### src/rtl/fabric_gate_cfg.svh
// constants for the fabric configuration request gate
`ifndef FABRIC_GATE_CFG_SVH
`define FABRIC_GATE_CFG_SVH
`define REQ_KIND_W 2
`define KIND_CFG_RD 2'h0
`define KIND_CFG_WR 2'h1
`define KIND_MEM 2'h2
`define KIND_IO 2'h3
`define STAT_W 3
`define STAT_OK 3'h0
`define STAT_UR 3'h1
`define STAT_CRS 3'h2
`define TAG_W 8
`endif

### src/rtl/fabric_gate_pkg.sv
// types for the fabric configuration request gate
`include "fabric_gate_cfg.svh"
package fabric_gate_pkg;
	typedef struct packed
	{
		logic [`REQ_KIND_W-1:0] kind;
		logic [`TAG_W-1:0]      tag;
	} req_t;

	typedef struct packed
	{
		logic [`STAT_W-1:0] status;
		logic [`TAG_W-1:0]  tag;
	} cpl_t;

	typedef enum logic [2:0]
	{
		ST_RESET,
		ST_PERIPH_LOAD,
		ST_LINK_UP,
		ST_FABRIC_LOAD,
		ST_READY
	} phase_t;
endpackage

### src/rtl/pcie_fabric_config_gate.sv
// request gate and load sequencing of the endpoint during fabric configuration
//
// Overview of operation
// - fabric not ready: config reads and writes get retry-status completions
// - fabric not ready: memory and I/O requests get unsupported request completions
// - after own settings load, endpoint starts link training without waiting for fabric
// - periphery image always finishes loading before fabric configuration begins
// - endpoint set for config over link runs as endpoint only, never root
// - fabric image update over the link needs no host reboot or chip reinit
// - only the designated hard block reaches the config controller
// - periphery_done permits link training; fabric_config_done marks fabric configured
`timescale 1ns/1ns
`include "fabric_gate_cfg.svh"
module pcie_fabric_config_gate
(
	input  wire logic                   clk,
	input  wire logic                   rst_b,
	input  wire logic                   periph_load_ok,
	input  wire logic                   fabric_load_ok,
	input  wire logic                   fabric_update_start,
	input  wire logic                   designated_block,
	input  wire logic                   root_role_req,
	input  wire logic                   config_over_link,
	input  wire logic                   req_valid,
	input  wire fabric_gate_pkg::req_t  req,
	output logic                        periphery_done,
	output logic                        fabric_config_done,
	output logic                        link_train_en,
	output logic                        fabric_load_en,
	output logic                        endpoint_role,
	output logic                        cpl_valid,
	output fabric_gate_pkg::cpl_t       cpl,
	output logic                        fwd_valid,
	output fabric_gate_pkg::req_t       fwd_req
);
	// pins from the configuration side are asynchronous
	logic [1:0]               periph_sync;
	logic [1:0]               fabric_sync;
	logic [1:0]               update_sync;
	logic                     update_seen;
	fabric_gate_pkg::phase_t  phase;
	fabric_gate_pkg::phase_t  next_phase;
	logic                     fabric_ready;

	// two-flop synchroniser for the periphery done level
	always_ff @(posedge clk or negedge rst_b)
	begin
		if (!rst_b)
			periph_sync <= 2'h0;
		else
			periph_sync <= {periph_sync[0], periph_load_ok};
	end

	// two-flop synchroniser for the fabric done level
	always_ff @(posedge clk or negedge rst_b)
	begin
		if (!rst_b)
			fabric_sync <= 2'h0;
		else
			fabric_sync <= {fabric_sync[0], fabric_load_ok};
	end

	// two-flop synchroniser for the update request
	always_ff @(posedge clk or negedge rst_b)
	begin
		if (!rst_b)
			update_sync <= 2'h0;
		else
			update_sync <= {update_sync[0], fabric_update_start};
	end

	wire periph_ok    = periph_sync[1];
	wire fabric_ok    = fabric_sync[1];
	wire update_rise  = update_sync[1] & ~update_seen;
	wire link_cfg_capable = config_over_link & designated_block;
	wire update_go        = update_rise & link_cfg_capable
		& (phase == fabric_gate_pkg::ST_READY);

	always_comb
	begin
		next_phase = phase;
		unique case (phase)
			fabric_gate_pkg::ST_RESET:
				next_phase = fabric_gate_pkg::ST_PERIPH_LOAD;
			fabric_gate_pkg::ST_PERIPH_LOAD:
				if (periph_ok)
					next_phase = fabric_gate_pkg::ST_LINK_UP;
			fabric_gate_pkg::ST_LINK_UP:
				if (link_cfg_capable)
					next_phase = fabric_gate_pkg::ST_FABRIC_LOAD;
				else if (fabric_ok)
					next_phase = fabric_gate_pkg::ST_READY;
			fabric_gate_pkg::ST_FABRIC_LOAD:
				if (fabric_ok)
					next_phase = fabric_gate_pkg::ST_READY;
			fabric_gate_pkg::ST_READY:
				if (update_go)
					next_phase = fabric_gate_pkg::ST_FABRIC_LOAD;
		endcase
	end

	// the fabric done level must drop during an update before it is trusted again
	logic fabric_ok_armed;

	wire next_update_seen = update_sync[1];
	wire next_armed       = update_go ? 1'b0 : (fabric_ok_armed | ~fabric_ok);
	wire hold_phase       = (phase == fabric_gate_pkg::ST_FABRIC_LOAD) & ~fabric_ok_armed;

	// previous update level for edge detection
	always_ff @(posedge clk or negedge rst_b)
	begin
		if (!rst_b)
			update_seen <= 1'b0;
		else
			update_seen <= next_update_seen;
	end

	// stale done guard, cleared by an update
	always_ff @(posedge clk or negedge rst_b)
	begin
		if (!rst_b)
			fabric_ok_armed <= 1'b0;
		else
			fabric_ok_armed <= next_armed;
	end

	// load sequence, held while the done level is stale
	always_ff @(posedge clk or negedge rst_b)
	begin
		if (!rst_b)
			phase <= fabric_gate_pkg::ST_RESET;
		else if (!hold_phase)
			phase <= next_phase;
	end

	assign fabric_ready = (phase == fabric_gate_pkg::ST_READY);

	// request decoding
	wire is_cfg_rd = (req.kind == `KIND_CFG_RD);
	wire is_cfg_wr = (req.kind == `KIND_CFG_WR);
	wire is_cfg    = is_cfg_rd | is_cfg_wr;
	wire gate_on   = req_valid & ~fabric_ready;
	wire pass_on   = req_valid & fabric_ready;
	wire [`STAT_W-1:0] gate_stat = is_cfg ? `STAT_CRS : `STAT_UR;

	// phase decoding for the status outputs
	wire past_periph      = (phase != fabric_gate_pkg::ST_RESET)
		&& (phase != fabric_gate_pkg::ST_PERIPH_LOAD);
	wire next_periph_done = past_periph;
	wire next_train_en    = past_periph;
	wire next_cfg_done    = fabric_ready;
	wire next_load_en     = (phase == fabric_gate_pkg::ST_FABRIC_LOAD);
	// a link-configured block never takes the root role
	wire next_endpoint    = config_over_link | ~root_role_req;

	// periphery and training status
	always_ff @(posedge clk or negedge rst_b)
	begin
		if (!rst_b)
		begin
			periphery_done <= 1'b0;
			link_train_en  <= 1'b0;
		end
		else
		begin
			periphery_done <= next_periph_done;
			link_train_en  <= next_train_en;
		end
	end

	// fabric status
	always_ff @(posedge clk or negedge rst_b)
	begin
		if (!rst_b)
		begin
			fabric_config_done <= 1'b0;
			fabric_load_en     <= 1'b0;
		end
		else
		begin
			fabric_config_done <= next_cfg_done;
			fabric_load_en     <= next_load_en;
		end
	end

	// role strap
	always_ff @(posedge clk or negedge rst_b)
	begin
		if (!rst_b)
			endpoint_role <= 1'b1;
		else
			endpoint_role <= next_endpoint;
	end

	// gated completions while the fabric is not ready
	always_ff @(posedge clk or negedge rst_b)
	begin
		if (!rst_b)
		begin
			cpl_valid <= 1'b0;
			cpl       <= '0;
		end
		else
		begin
			cpl_valid  <= gate_on;
			cpl.status <= gate_stat;
			cpl.tag    <= req.tag;
		end
	end

	// forwarding once the fabric is ready
	always_ff @(posedge clk or negedge rst_b)
	begin
		if (!rst_b)
		begin
			fwd_valid <= 1'b0;
			fwd_req   <= '0;
		end
		else
		begin
			fwd_valid <= pass_on;
			fwd_req   <= req;
		end
	end
endmodule // pcie_fabric_config_gate

### config.mk
export PLATFORM = sky130hd
export DESIGN_NAME = pcie_fabric_config_gate
export DESIGN_NICKNAME = d
export VERILOG_FILES = /design/src/rtl/fabric_gate_pkg.sv /design/src/rtl/pcie_fabric_config_gate.sv
export VERILOG_INCLUDE_DIRS = /design/src /design/src/rtl
export SDC_FILE = /design/constraint.sdc
export NUM_CORES = 1
export LEC_CHECK = 0
export ABC_CLOCK_PERIOD_IN_PS = 1900
export BUFFER_PORTS_ARGS = -buffer_cell sky130_fd_sc_hd__buf_2
export CORE_MARGIN = 10
export CORE_UTILIZATION = 48
export DETAILED_ROUTE_END_ITERATION = 7
export HOLD_SLACK_MARGIN = 0.02
export PLACE_DENSITY = 0.82
export SKIP_CTS_REPAIR_TIMING = 1
export SYNTH_ARGS = -nofsm -noshare
export SYNTH_HDL_FRONTEND = slang
export SYNTH_SLANG_ARGS = --single-unit
export TNS_END_PERCENT = 30
### constraint.sdc
create_clock -name clk -period 1.9 [get_ports clk]
set_input_delay 0.095 -clock clk [delete_from_list [all_inputs] [get_ports clk]]
set_output_delay 0.095 -clock clk [all_outputs]
set_load 0.02 [all_outputs]
==> results of run 1 <==
state kept, by name, indices dropped and copies added (netlist names):
register / count
fwd_req: 10
fabric_load_en: 1
endpoint_role: 1
update_seen: 1
update_sync: 2
periph_sync: 2
fabric_sync: 2
fwd_valid: 1
phase: 3
cpl: 2
cpl_valid: 1
link_train_en: 1
fabric_config_done: 1
fabric_ok_armed: 1
power breakdown:
group          switching (mW)  internal, mW  total [mW]
clock network           0.197         0.214       0.411
registers              0.0674         0.688       0.755
logic                   0.208         0.184       0.392
total                   0.473          1.09        1.56
critical path: stages, from the launching register on:
cell and delay (ns):
dfrtp_1 0.49, nor3b_2 0.34, nand2b_1 0.14, o21ai_1 0.09, o22ai_1 0.07
cell families (layout without fill, tap and decap cells):
group / after synthesis / count (layout) / synth area share, %
DFF: 29 / 29 / 70.51
buffers and inverters: 14 / 71 / 8.858
other: 1 / 1 / 0.3637
and+or+nand+nor: 21 / 21 / 13.11
AOI/OAI and AO/OA: 11 / 11 / 7.160
metrics by stage:
stage               hold WS [ns]  power, mW  std cells
floorplan                -0.2006      1.037         76
global placement          0.1346      1.114        136
detailed placement        0.1460      1.134        136
CTS                      -0.2164      1.549        144
global route             0.03399      1.652        160
finish                   0.03348      1.558        160
synthesized netlist by cell type, drive strengths merged:
cell / number / share of area [%]
a21oi: 3 / 1.5
a22oi: 1 / 0.73
a31oi: 1 / 0.61
and2: 1 / 0.61
and2b: 1 / 0.85
and4b: 1 / 0.97
buf: 11 / 7.8
clkbuf: 1 / 0.36
conb: 1 / 0.36
dfrtp: 28 / 68
dfstp: 1 / 2.5
inv: 2 / 0.73
nand2: 5 / 1.8
nand2b: 5 / 3.0
nand3b: 1 / 0.73
nand4b: 1 / 0.85
nor2b: 4 / 2.4
nor3b: 1 / 1.2
o2111ai: 1 / 0.85
o21ai: 2 / 0.97
o21ba: 2 / 1.9
o22ai: 1 / 0.61
or2: 1 / 0.61
layout make-up:
type / count / area, sq um
repair buffers: 61 / 385.4
multi-input cells: 33 / 212.7
inverters: 2 / 7.507
flip-flops and latches: 29 / 726.9
clock buffers: 7 / 65.06
well taps: 27 / 33.78
fillers: 137 / 565.5
clock inverters: 1 / 5.005
routing by layer:
metal | up-vias | wire, um | GRT usage (%)
met5 | - | 0 | 0
met4 | 0 | 57 | 7.592
met3 | 7 | 358 | 5.932
met2 | 43 | 1042 | 15.67
met1 | 343 | 752 | 9.091
li1 | 349 | - | -
worst max path at each step:
| stage | startpoint | to | slack, ns | depth (start not counted) |
|---|---|---|---|---|
| 2_1_floorplan | phase[0] | phase[1] | 0.77 | 5 |
| 3_3_place_gp | phase[0] | phase[1] | 0.71 | 4 |
| 3_5_place_dp | phase[0] | phase[1] | 0.68 | 4 |
| 4_1_cts | phase[0] | phase[1] | 0.67 | 4 |
| 5_1_grt | phase[0] | phase[0] | 0.51 | 4 |
| 6_report | phase[0] | phase[1] | 0.66 | 4 |
==> results.md, run 1 <==
- Mapped Area: 0.001031 sq mm
- Crit-path max FO: 10
- Worst Hold Path EP: endpoint_role
- First-pass GRT wire length: 3.263 mm
- Die Height: 66.35 um
- Final core utilization: 71.75%
- Worst hold path class: input port to register
- Largest net degree at the start of global routing: 30
- Initial drt markers: 20
- Yosys reg bits: 29
- PortBufs: 45
- Slew Viols, Final: 0
- Num CTS Buffers: 5
- YS warnings: 0
- CP Launch Type: register
- Post-synth cell types: 25
- R2r startpoint: phase[0]
- Sink Count: 29
- Standard-cell rows: 16
- CTS tree: done
- Worst slew margin: 60.22%
- Pleak: 0.7431 nW
- GR Util All Layers: 9.900%
- H-tree depth: 2
- Mapped Nets: 95
- Hold Startpoint: config_over_link
- Worst R2R End: phase[1]
- Worst EP required: 2.11 ns
- Final setup viols: 0
- Final Hold Viols: 0
- Commonest non-fill, non-tap cell in the layout: buf_2
- Reg2reg setup slack: 0.66 ns
- Synthesized instance count: 76
- Clock transition at path regs: 0.09 ns
- Antenna violation net count after detailed routing: 0
- RePlAce Congestion: 0.8610
- Min Tclk post-route: 1.244 ns
- Final Instance Area: 0.001436 sq mm
- Initial Utilization: 51.50%
- Worst Tran Pin Value: 0.5967 ns
- Seq/Total Area, Yosys: 70.51%
- Clock latency on the worst-skew pair: 0.32 ns
- Final worst path period share: 65.47%
- CP Class: register to register
- Power Density: 1085 mW/mm^2
- TritonRoute pass-1 iters: 4
- Bufs on Longest Clock Path: 2
- # DRC: 0
- Final WL: 2.210 mm
- Hold Path Cell Cnt: 2
- FF-to-FF path depth: 4
- Vias/cell: 4.638
- Detailed-placement wirelength estimate: 1.625 mm
- Final setup skew: 0.01352 ns
- Max-cap violation count: 0
- Root Driver: clkbuf_4
- Wire length per cell: 13.81 um
- Max VDD drop: 0.0007480 V
- Cell Area, Placed: 0.001206 sq mm
- Layout cells sized above 1: 42.86%
- Critical Path AT: 1.46 ns
- # IOs: 47
- Crit end category: register
- Number of global-route vias before repair: 760
- Die X-Extent: 66.35 um
- # nets final: 151
- Antenna violations before repair: 0
- Commonest cells after routing, fill and taps aside: 45 x buf_2, 28 x dfrtp_1, 16 x dlygate4sd3_1
- Grt ovf: 0
- Area of the die: 0.004402 sq mm
- PnR worst setup slack: 0.6560 ns
- RSZ-0062 raised after global routing: no
- Ant diodes: 0
- Mapped Avg Cell Area: 13.57 sq um
- Sum Neg Setup Slack: 0 ns
- Core Box Area: 0.002002 sq mm
- Area grow syn2layout: 39.32%
- DP Worst Slack: 0.6771 ns
- Vias: 742
- Max Freq: 803.9 MHz
- Status: finished, final reports clean
No activity file was read; power rests on OpenSTA's default activity.
==> run 2: changes to the inputs <==
--- a/config.mk
+++ b/config.mk
@@ -6,13 +6,14 @@
 export SDC_FILE = /design/constraint.sdc
 export NUM_CORES = 1
 export LEC_CHECK = 0
-export ABC_CLOCK_PERIOD_IN_PS = 1900
+export ABC_AREA = 1
+export ABC_CLOCK_PERIOD_IN_PS = 1300
 export BUFFER_PORTS_ARGS = -buffer_cell sky130_fd_sc_hd__buf_2
 export CORE_MARGIN = 10
-export CORE_UTILIZATION = 48
+export CORE_UTILIZATION = 45
 export DETAILED_ROUTE_END_ITERATION = 7
 export HOLD_SLACK_MARGIN = 0.02
-export PLACE_DENSITY = 0.82
+export PLACE_DENSITY = 0.77
 export SKIP_CTS_REPAIR_TIMING = 1
 export SYNTH_ARGS = -nofsm -noshare
 export SYNTH_HDL_FRONTEND = slang
==> constraint.sdc (replaced) <==
create_clock -name clk -period 1.3 [get_ports clk]
set_input_delay 0.065 -clock clk [delete_from_list [all_inputs] [get_ports clk]]
set_output_delay 0.065 -clock clk [all_outputs]
set_load 0.02 [all_outputs]
==> results.md, run 2 <==
- Status: finished, final reports clean
- Sw frac: 35.25%
- Top reg by flops: fwd_req
- Xor-xnor portion of the synthesized cell area: 0%
- Clock latency on the worst-skew pair: 0.30 ns
- Crit-path max cell delay: 0.40 ns
- RePlAce Congestion: 0.9921
- YS warnings: 0
- # nets final: 169
- Commonest cells after routing, fill and taps aside: 45 x buf_2, 27 x dfrtp_1, 17 x dlygate4sd3_1
- Critical Path AT: 1.34 ns
- Worst hold path class: input port to register
- Count leader, synth: dfrtp_1
- PnR worst setup slack: 0.1564 ns
- Crit-path max FO: 7
- Synth area leader: dfrtp_1
- Comb pwr share: 31.8%
- # DRC: 0
- Net Sw Power: 0.8027 mW
- Standard-cell rows: 17
- CP Class: register to register
- First-pass GRT wire length: 3.346 mm
- Root Driver: clkbuf_4
- Final setup skew: 0.002233 ns
- Ant diodes: 0
- R2r startpoint: phase[1]
- Vias: 813
- Final worst path period share: 87.97%
- Worst-path cell chain: inv_1, nand3_2, nor2_2, nor2_2, nand2_1, nand2_1
- Initial drt markers: 32
- Largest net degree at the start of global routing: 30
- Slew Viols, Final: 0
- Post-synth cell types: 18
- Clock transition at path regs: 0.08 ns
- Detailed-placement wirelength estimate: 1.670 mm
- Number of flip-flops in the largest register: 10
- Max Freq: 874.4 MHz
- H-tree depth: 2
- Number of global-route vias before repair: 801
- Grt ovf: 0
- CP top delay family: simple AND/OR/NAND/NOR gates
- Num CTS Buffers: 5
- GR Layer Usage met2: 16.98%
- Mux cell area share after synthesis: 0%
- Post-synthesis compound-gate area fraction: 2.509%
- Busiest layer in global routing: met2
- Synth Area in Adders: 0%
- Placed instance count: 154
- Max VDD drop: 0.001048 V
- Post-Synth Simple-Gate Area: 15.17%
- Slowest cell on crit path: dfrtp_1
- PortBufs: 45
- Area grow syn2layout: 37.75%
- Sum Neg Setup Slack: 0 ns
- Final WL: 2.267 mm
- Synth async-reset ratio: 100.0%
- Core Box Area: 0.002212 sq mm
- Post-synth top area share: 66.91%
- Final setup viols: 0
- Power Internal: 1.474 mW
- Largest family of logic cells by synthesized area: simple AND/OR/NAND/NOR gates
- TritonRoute pass-1 iters: 4
- WP buf/inv: 1
- Crit end category: register
- Antenna violation net count after detailed routing: 0
- Power Density: 1578 mW/mm^2
- RSZ-0062 raised after global routing: no
- CP Launch Type: register
- Yosys reg bits: 29
- Layout cells sized above 1: 40.27%
- GRT met1 Usage: 8.187%
- Number of synthesized flops with an enable pin: 0
- Register share of total power: 48.8%
- Wire length per cell: 12.81 um
- Die Height: 68.24 um
- Primary FF master, synth: dfrtp_1
- Worst hold slack: 0.2451 ns
- Worst EP required: 1.50 ns
- Final Instance Area: 0.001443 sq mm
- Mapped Avg Cell Area: 11.38 sq um
- Hold Startpoint: designated_block
- Crit path from: phase[1]
- Seq/Total Area, Yosys: 69.41%
- Worst Tran Pin Value: 0.5972 ns
- Cell Area, Placed: 0.001229 sq mm
- Synth area leaders: dfrtp_1 67%, buf_4 7.2%, nand2_1 5.7%, inv_1 5.0%, dfstp_2 2.5%
- Worst slew margin: 60.19%
- Vias/cell: 4.593
- DP Worst Slack: 0.1859 ns
- Area of the die: 0.004657 sq mm
- Clk pwr share: 19.4%
- Synthesized instance count: 92
- Initial Utilization: 47.34%
- Largest regs: fwd_req x10, phase x3
- Non-Filler Instances: 177
- Sink Count: 29
- Commonest non-fill, non-tap cell in the layout: buf_2
- Bufs on Longest Clock Path: 2
- GR Util All Layers: 9.682%
- # IOs: 47
- Die X-Extent: 68.24 um
- Routing usage on met3: 5.383%
- Pleak: 0.7916 nW
- Synth top cells by count: 28 x dfrtp_1, 16 x nand2_1, 14 x inv_1, 10 x buf_4, 5 x nand3_1
- Antenna violations before repair: 0
- Mapped Nets: 111
- CTS tree: done
- Max-cap violation count: 0
- Min Tclk post-route: 1.144 ns
- Final Hold Viols: 0
- Mapped Area: 0.001047 sq mm
-- run 2: worst reg2reg max path, cell delays in order (launching register included) --
cell and delay, ns:
dfrtp_1 0.40, inv_1 0.16, nand3_2 0.17, nor2_2 0.16
nor2_2 0.05, nand2_1 0.06, nand2_1 0.04
-- run 2: path summary, 6_finish.rpt --
kind,slack [ns],endpoint,depth (start not counted)
max reg2reg,0.16,phase[0],6
min,0.25,phase[2],4
max,0.16,phase[0],6
min reg2reg,0.35,fabric_sync[1],0
max in group asynchronous,0.56,phase[0],2
min in group asynchronous,0.32,link_train_en,2
-- run 2: routing by layer --
layer  wire, um  vias up
met1        691      380
met5          0        -
met3        292        7
met4         47        0
li1           -      383
met2       1236       43
-- run 2: layout make-up --
class / count / area, sq um
clock buffer: 5 / 37.54
clock inverter: 1 / 5.005
fill: 186 / 769.5
inverter: 14 / 52.55
multi-input combinational: 38 / 188.9
sequential: 29 / 728.2
tap: 28 / 35.03
timing repair buffer: 62 / 395.4
-- run 2: cell families (layout without fill, tap and decap cells) --
group	Yosys count	count (layout)
and+or+nand+nor	33	33
DFF	29	29
other	1	1
buffers and inverters	25	82
AOI/OAI and AO/OA	4	4
-- run 2: power groups by stage --
stage | Clock, mW | Combinational (mW) | Sequential (mW)
3_3_place_gp | 0 | 0.653 | 1.12
5_1_grt | 0.502 | 0.823 | 1.13
2_1_floorplan | 0 | 0.423 | 1.20
4_1_cts | 0.463 | 0.683 | 1.11
3_5_place_dp | 0 | 0.680 | 1.13
6_report | 0.442 | 0.723 | 1.11
-- run 2: through the flow --
stage                     power, mW  util (%)
after floorplan               1.624         -
after global placement        1.771     55.54
after detailed placement      1.806     55.54
after CTS                     2.254     57.47
after global routing          2.452     65.21
final                         2.277     65.21
